## config.mk

```make
export PLATFORM = sky130hd
export DESIGN_NAME = gcc_ctrl
export DESIGN_NICKNAME = d
export VERILOG_FILES = /design/src/rtl/gcc_pkg.sv /design/src/rtl/gcc_ctrl.sv
export SDC_FILE = /design/constraint.sdc
export NUM_CORES = 1
export LEC_CHECK = 0
export ABC_AREA = 1
export BUFFER_PORTS_ARGS = -buffer_cell sky130_fd_sc_hd__buf_4
export CAP_MARGIN = 0
export CORE_MARGIN = 8
export CORE_UTILIZATION = 34
export CTS_BUF_LIST = sky130_fd_sc_hd__clkbuf_8
export DETAILED_ROUTE_END_ITERATION = 8
export PLACE_DENSITY = 0.82
export SYNTH_ARGS = -nofsm -noshare
export SYNTH_HDL_FRONTEND = slang
export SYNTH_SLANG_ARGS = --single-unit
```

## constraint.sdc

```tcl
create_clock -name mclk_i -period 0.92 [get_ports mclk_i]
set_input_delay 0.184 -clock mclk_i [delete_from_list [all_inputs] [get_ports mclk_i]]
set_output_delay 0.184 -clock mclk_i [all_outputs]
set_load 0.05 [all_outputs]
```

## src/rtl/gcc_pkg.sv

```systemverilog
// Package of constants and types for the readback and conversion control
// ---------------------------------------------------------------------------
// ---------------------------------------------------------------------------
package gcc_pkg;

  localparam logic [7:0]  GCC_ADDR_READBACK = 8'h08;
  localparam logic [7:0]  GCC_ADDR_CONV_CTRL = 8'h09;
  localparam logic [15:0] GCC_READBACK_RESET = 16'h0000;
  localparam logic [15:0] GCC_CONV_CTRL_RESET = 16'h0000;

  // Field positions in the conversion control register
  localparam int GCC_BIT_CH1_GO   = 14;
  localparam int GCC_BIT_CH2_GO   = 12;
  localparam int GCC_BIT_CH1_HALT = 10;
  localparam int GCC_BIT_CH2_HALT = 8;
  localparam int GCC_BIT_SEQ_GO   = 6;
  localparam int GCC_BIT_SEQ_HALT = 2;

  // Field positions in the readback register
  localparam int GCC_POS_A1 = 10;
  localparam int GCC_POS_A0 = 8;
  localparam int GCC_POS_B1 = 2;
  localparam int GCC_POS_B0 = 0;

  // Readback level codes
  localparam logic [1:0] GCC_LVL_LOW       = 2'h0;
  localparam logic [1:0] GCC_LVL_WEAK_LOW  = 2'h1;
  localparam logic [1:0] GCC_LVL_WEAK_HIGH = 2'h2;
  localparam logic [1:0] GCC_LVL_HIGH      = 2'h3;

  // Register write frame as decoded by the serial interface
  typedef struct packed {
    logic        valid;
    logic [7:0]  addr;
    logic [15:0] data;
  } gcc_wr_t;

  // Per-channel status from a current converter
  typedef struct packed {
    logic enabled;
    logic continuous;
    logic busy;
    logic done;
  } gcc_chan_t;

endpackage : gcc_pkg

```

## src/rtl/gcc_ctrl.sv

```systemverilog
// Readback register and conversion control register with self-clearing bits
`timescale 1ns/1ps
module gcc_ctrl
  import gcc_pkg::*;
(
  input  wire logic        mclk_i,
  input  wire logic        reset_i,
  input  wire gcc_wr_t     wr_i,
  input  wire logic [7:0]  rd_addr_i,
  input  wire logic [1:0]  pin_a1_level_i,
  input  wire logic [1:0]  pin_a0_level_i,
  input  wire logic [1:0]  pin_b1_level_i,
  input  wire logic [1:0]  pin_b0_level_i,
  input  wire gcc_chan_t   chan1_i,
  input  wire gcc_chan_t   chan2_i,
  input  wire logic        seq_busy_i,
  output logic [15:0]      rd_data_o,
  output logic             chan1_start_o,
  output logic             chan2_start_o,
  output logic             chan1_stop_o,
  output logic             chan2_stop_o,
  output logic             seq_start_o,
  output logic             seq_stop_o
);

  // -------------------------------------------------------------------------
  // Write decode
  // -------------------------------------------------------------------------
  logic ctrl_wr;
  logic w_go1;
  logic w_go2;
  logic w_halt1;
  logic w_halt2;
  logic w_sgo;
  logic w_shalt;

  assign ctrl_wr = wr_i.valid && (wr_i.addr == GCC_ADDR_CONV_CTRL);
  assign w_go1   = ctrl_wr && wr_i.data[GCC_BIT_CH1_GO];
  assign w_go2   = ctrl_wr && wr_i.data[GCC_BIT_CH2_GO];
  assign w_halt1 = ctrl_wr && wr_i.data[GCC_BIT_CH1_HALT];
  assign w_halt2 = ctrl_wr && wr_i.data[GCC_BIT_CH2_HALT];
  assign w_sgo   = ctrl_wr && wr_i.data[GCC_BIT_SEQ_GO];
  assign w_shalt = ctrl_wr && wr_i.data[GCC_BIT_SEQ_HALT];

  // -------------------------------------------------------------------------
  // Start strobes: one-cycle pulses, never stored, so they read as zero
  // -------------------------------------------------------------------------
  assign chan1_start_o = w_go1 && chan1_i.enabled;
  assign chan2_start_o = w_go2 && chan2_i.enabled;
  assign seq_start_o   = w_sgo;

  // -------------------------------------------------------------------------
  // Halt bits: pending until the running conversion ends or a go arrives
  // -------------------------------------------------------------------------
  logic halt1_q;
  logic halt2_q;
  logic shalt_q;

  // Channel 1 halt; go in the same frame wins, single-shot ignores it
  always_ff @(posedge mclk_i)
  begin
    if (reset_i)
      halt1_q <= 1'b0;
    else if (w_go1)
      halt1_q <= 1'b0;
    else if (w_halt1 && chan1_i.continuous)
      halt1_q <= 1'b1;
    else if (chan1_i.done || !chan1_i.busy)
      halt1_q <= 1'b0;
  end

  // Channel 2 halt mirrors channel 1
  always_ff @(posedge mclk_i)
  begin
    if (reset_i)
      halt2_q <= 1'b0;
    else if (w_go2)
      halt2_q <= 1'b0;
    else if (w_halt2 && chan2_i.continuous)
      halt2_q <= 1'b1;
    else if (chan2_i.done || !chan2_i.busy)
      halt2_q <= 1'b0;
  end

  // Sequencer halt: held while the sequence runs, cleared by a go
  always_ff @(posedge mclk_i)
  begin
    if (reset_i)
      shalt_q <= 1'b0;
    else if (w_sgo)
      shalt_q <= 1'b0;
    else if (w_shalt)
      shalt_q <= 1'b1;
    else if (!seq_busy_i)
      shalt_q <= 1'b0;
  end

  // Converter sees a halt request; it finishes the current conversion
  // and then stops, since the halt never forces an abort by itself
  assign chan1_stop_o = halt1_q;
  assign chan2_stop_o = halt2_q;
  assign seq_stop_o   = shalt_q;

  // -------------------------------------------------------------------------
  // Readback: pin levels and pending halt bits
  // -------------------------------------------------------------------------
  logic [15:0] pins_w;
  logic [15:0] ctrl_w;

  // Four two-bit level fields, reserved bits zero
  always_comb
  begin
    pins_w = GCC_READBACK_RESET;
    pins_w[GCC_POS_A1 +: 2] = pin_a1_level_i;
    pins_w[GCC_POS_A0 +: 2] = pin_a0_level_i;
    pins_w[GCC_POS_B1 +: 2] = pin_b1_level_i;
    pins_w[GCC_POS_B0 +: 2] = pin_b0_level_i;
  end

  // Go bits read zero; halt bits show their pending state
  always_comb
  begin
    ctrl_w = GCC_CONV_CTRL_RESET;
    ctrl_w[GCC_BIT_CH1_HALT] = halt1_q;
    ctrl_w[GCC_BIT_CH2_HALT] = halt2_q;
    ctrl_w[GCC_BIT_SEQ_HALT] = shalt_q;
  end

  // Registered read data, zero for unmapped addresses
  always_ff @(posedge mclk_i)
  begin
    if (reset_i)
      rd_data_o <= 16'h0000;
    else if (rd_addr_i == GCC_ADDR_READBACK)
      rd_data_o <= pins_w;
    else if (rd_addr_i == GCC_ADDR_CONV_CTRL)
      rd_data_o <= ctrl_w;
    else
      rd_data_o <= 16'h0000;
  end

  // -------------------------------------------------------------------------
  // Checks
  // -------------------------------------------------------------------------
  AST_GO_BEATS_HALT1:
    assert property (@(posedge mclk_i) disable iff (reset_i)
      (w_go1 && w_halt1) |=> !halt1_q)
    else $error("channel 1 halt kept despite go");

  AST_GO_BEATS_HALT2:
    assert property (@(posedge mclk_i) disable iff (reset_i)
      (w_go2 && w_halt2) |=> !halt2_q)
    else $error("channel 2 halt kept despite go");

  AST_HALT1_SET:
    assert property (@(posedge mclk_i) disable iff (reset_i)
      (w_halt1 && !w_go1 && chan1_i.continuous) |=> halt1_q)
    else $error("channel 1 halt not taken");

  AST_HALT2_SET:
    assert property (@(posedge mclk_i) disable iff (reset_i)
      (w_halt2 && !w_go2 && chan2_i.continuous) |=> halt2_q)
    else $error("channel 2 halt not taken");

  AST_HALT2_SINGLE:
    assert property (@(posedge mclk_i) disable iff (reset_i)
      (!halt2_q && w_halt2 && !chan2_i.continuous) |=> !halt2_q)
    else $error("channel 2 halt acted in single-shot mode");

  AST_HALT1_CLEAR:
    assert property (@(posedge mclk_i) disable iff (reset_i)
      (halt1_q && chan1_i.done && !ctrl_wr) |=> !halt1_q)
    else $error("channel 1 halt did not self-clear");

  AST_HALT2_CLEAR:
    assert property (@(posedge mclk_i) disable iff (reset_i)
      (halt2_q && chan2_i.done && !ctrl_wr) |=> !halt2_q)
    else $error("channel 2 halt did not self-clear");

  AST_START_ENABLED:
    assert property (@(posedge mclk_i) disable iff (reset_i)
      chan1_start_o |-> (chan1_i.enabled && w_go1))
    else $error("start issued to disabled channel");

  AST_SEQ_GO_READ_ZERO:
    assert property (@(posedge mclk_i) disable iff (reset_i)
      (rd_addr_i == GCC_ADDR_CONV_CTRL) |=>
        (rd_data_o[GCC_BIT_SEQ_GO] == 1'b0
         && rd_data_o[GCC_BIT_CH1_GO] == 1'b0))
    else $error("go bit read back as one");

  AST_READBACK_A1:
    assert property (@(posedge mclk_i) disable iff (reset_i)
      (rd_addr_i == GCC_ADDR_READBACK) |=>
        rd_data_o[GCC_POS_A1 +: 2] == $past(pin_a1_level_i))
    else $error("pin a1 field wrong");

  AST_READBACK_B0:
    assert property (@(posedge mclk_i) disable iff (reset_i)
      (rd_addr_i == GCC_ADDR_READBACK) |=>
        rd_data_o[GCC_POS_B0 +: 2] == $past(pin_b0_level_i))
    else $error("pin b0 field wrong");

  AST_READBACK_RSVD:
    assert property (@(posedge mclk_i) disable iff (reset_i)
      (rd_addr_i == GCC_ADDR_READBACK) |=>
        (rd_data_o[15:12] == 4'h0 && rd_data_o[7:4] == 4'h0))
    else $error("reserved readback bits not zero");

  AST_GO_CLEARS_HALT1:
    assert property (@(posedge mclk_i) disable iff (reset_i)
      (halt1_q && w_go1) |=> !halt1_q)
    else $error("channel 1 halt survived a go");

  AST_GO_CLEARS_HALT2:
    assert property (@(posedge mclk_i) disable iff (reset_i)
      (halt2_q && w_go2) |=> !halt2_q)
    else $error("channel 2 halt survived a go");

  AST_HALT2_HOLD:
    assert property (@(posedge mclk_i) disable iff (reset_i)
      (halt2_q && chan2_i.busy && !chan2_i.done && !w_go2) |=> halt2_q)
    else $error("channel 2 halt dropped before conversion end");

  AST_HALT1_SINGLE:
    assert property (@(posedge mclk_i) disable iff (reset_i)
      (!halt1_q && w_halt1 && !chan1_i.continuous) |=> !halt1_q)
    else $error("channel 1 halt acted in single-shot mode");

  AST_START2_ENABLED:
    assert property (@(posedge mclk_i) disable iff (reset_i)
      (w_go2 && chan2_i.enabled) |-> chan2_start_o)
    else $error("channel 2 start not issued");

endmodule : gcc_ctrl

```

==> parameters.txt <==
Parameter                              Value

Logic synthesis
  Syn Inst Count    between 90 and 100
  Syn avg cell area    slightly below 7 um2
  Total of flip-flops plus latches after synthesis    11
  Post-synthesis instance area    around 630 um2
  Yosys synthesis warning count    0
  Count of unique library cells instantiated by Yosys    16
  Share of synthesized area occupied by flip-flops and latches    between 30% and 40%

Power and ir drop
  Leakage power    around 0.75 nW
  Worst supply voltage drop on vdd    approximately 530 uV
  Power density normalized to cell area    about 900 mW/mm2

Timing
  Post-layout min period    about 1.2 ns
  Worst hold slack    0.162 ns
  Setup repair after global routing missed its margin    yes
  Post-route clock skew    slightly above 0.0008 ns
  Final setup viols    4
  Final worst-path cycle share    126%
  Final-report max-slew violation count    0
  Highest clock rate    860 MHz
  Post-layout worst setup margin    -0.243 ns
  Final count of hold timing violations    0

Routing
  Routed vias/inst    ~4.3
  WL per Instance    between 10 and 15 um
  Total Routed Length    between 2000 and 2500 um
  DRC violations left    0
  Routed Antenna Nets    0
  Vias post-DR    between 800 and 900
  Drt first-iter violations    2
  First-pass DRT Iterations    2

Min path
  Hold crit path type    in -> reg
  End of the worst hold path    rd_data_o[11]
  Hold-critical path depth    3
  Hold Crit Start    pin_a1_level_i[1]

Die
  Die outline height    between 50 and 60 um
  Total core area    around 0.0017 mm2
  Starting Density    a little over a third
  I/O pins    between 70 and 80
  X dimension of the die    between 50 and 60 um
  Floorplan row count    15
  Area of the die    about 0.0035 mm2

Critical path
  Standard cell with the maximum stage delay on the critical path    nand4_1
  Highest fanout seen on the critical path    3
  Critical path class    in -> out
  Largest stage delay on the critical path    around 0.18 ns
  Depth of the most critical reg-to-reg path    4
  Kind of launch point of the worst setup path    input port
  Critical path capture point type    output pin
  WP data required    0.74 ns
  Flop2flop setup slack    around 0.03 ns
  Cells traversed along the worst timing path    buf_8 -> inv_12 -> nand2_4 -> nor2_4 -> nand4_1 -> nor2_4 -> buf_8
  Startpoint of the worst setup timing path    wr_i[21]
  Endpoint of the worst register-to-register path    chan2_stop_o
  Startpoint of the worst-slack reg-to-reg timing path    chan2_stop_o
  Worst Path Arrival    about 0.98 ns

Cells and area
  Net count, final    approximately 220
  Ant. Diodes    0
  Most frequent cells in the layout    48 x buf_4, 15 x inv_1, 11 x nor2_1, 11 x buf_6, 9 x dfxtp_2
  Most common cell after layout, fill and taps aside    buf_4
  Layout cell share with drive strength beyond 1    about 65%
  Signed area change from the synthesized netlist to the final layout    120%
  Post-route cell area    roughly 0.0014 mm2

Place
  Instance area after placement    around 0.0012 mm2
  Total of buffers placed on input and output ports    between 50 and 60
  Detailed Place HPWL    1820 um
  Final GP Congestion    roughly 0.76
  Pre-CTS worst setup slack    -0.295 ns

Global routing
  Number of antenna violations at the first check in global routing    0
  First-pass GRT wire length    roughly 3600 um
  GRT Resource Usage Total    between 10 and 15%
  Vias in the first global route    ~850
  Pin count of the biggest net entering global routing    8
  Total congestion overflow after global routing    0

Clock tree
  Longest Clk Path Bufs    2
  Sink Count    11
  TritonCTS Buffers    3
  Clock slew seen by the registers of the worst setup and hold paths    roughly 0.05 ns
  CTS H-Tree Depth    1
  CTS Hold Buffers Added    0
  Clock latency on the worst-skew pair    ~0.24 ns
  Root buffer cell    clkbuf_8
  TritonCTS clock tree    built

Run status
  Status    complete, but fails checks
  Violated checks    setup timing

Flow run
  Count of maximum capacitance violations    0
==> metal layers <==
layer / wire length (um) / global-route usage [%] / part of all wire [%]
met5: 0 / 0 / 0
met2: 1180 / 25.1 / 49
met4: 62 / 8.19 / 2.6
met1: 900 / 10.9 / 37
met3: 285 / 8.46 / 12
==> metrics by stage <==
step	TNS [ns]	power (mW)	util [%]	std cells
finish	-0.696	1.29	79.8	188
global route	-0.904	1.35	79.8	188
CTS	-0.903	1.28	79.8	193
detailed placement	-1.72	0.794	67.0	179
global placement	-1.43	0.788	67.0	179
floorplan	-0.230	0.656	-	100
==> flip-flops by register name (all words and copies together) (netlist names) <==
register      cells
rd_data_o         8
chan2_stop_o      1
seq_stop_o        1
chan1_stop_o      1
==> worst max-delay path, delay by kind of cell <==
| family | cells | cell delay [ns] |
|---|---|---|
| and+or+nand+nor | 4 | 0.49 |
| buffers and inverters | 3 | 0.30 |
==> worst max path at each step <==
stage / endpoint / slack [ns] / cells past startpoint
after floorplan: chan1_start_o / -0.13 / 5
after global placement: chan1_start_o / -0.29 / 7
after detailed placement: seq_start_o / -0.29 / 8
after CTS: chan2_start_o / -0.23 / 7
after global routing: chan2_start_o / -0.27 / 7
final: chan2_start_o / -0.24 / 7
==> report_power, final <==
group          switching, mW  total, mW  internal [mW]
registers           0.000230      0.478          0.478
clock network          0.183      0.476          0.293
logic                  0.173      0.335          0.163
total                  0.356       1.29          0.933
==> cell families after synthesis <==
family | synth area share [%]
flip-flops | 34.7
buffers and inverters | 21.3
other | 0.591
AND/OR/NAND/NOR | 43.4
==> what timing repair did <==
item	CTS	global route
endpoints found under the setup margin	10	16
pin swaps	10	7
setup buffers	10	2
endpoints found under the hold margin	0	0
gates resized for setup	28	19
==> Yosys cell counts <==
cell     count  area (um2)
nand2_1     14        52.6
conb_1       1        3.75
inv_2        1        3.75
buf_4        8        60.1
nor3_2       1        10.0
dfxtp_1     11         220
nand4_1      3        18.8
nor2_1      15        56.3
nor3_1       1        5.00
nand2_4      1        11.3
nand3_2      2        20.0
and3b_1      2        17.5
nor2_4       1        11.3
inv_1       19        71.3
nor2_2       6        37.5
nand3_1      7        35.0
==> cell type report <==
class | count | area (um2)
Clock buffer | 3 | 41.3
Multi-Input combinational cell | 61 | 380
Sequential cell | 11 | 231
Fill cell | 125 | 353
Tap cell | 25 | 31.3
Timing Repair Buffer | 67 | 604
Clock inverter | 1 | 3.75
Inverter | 20 | 100
Power figures use the tool's default switching activity.
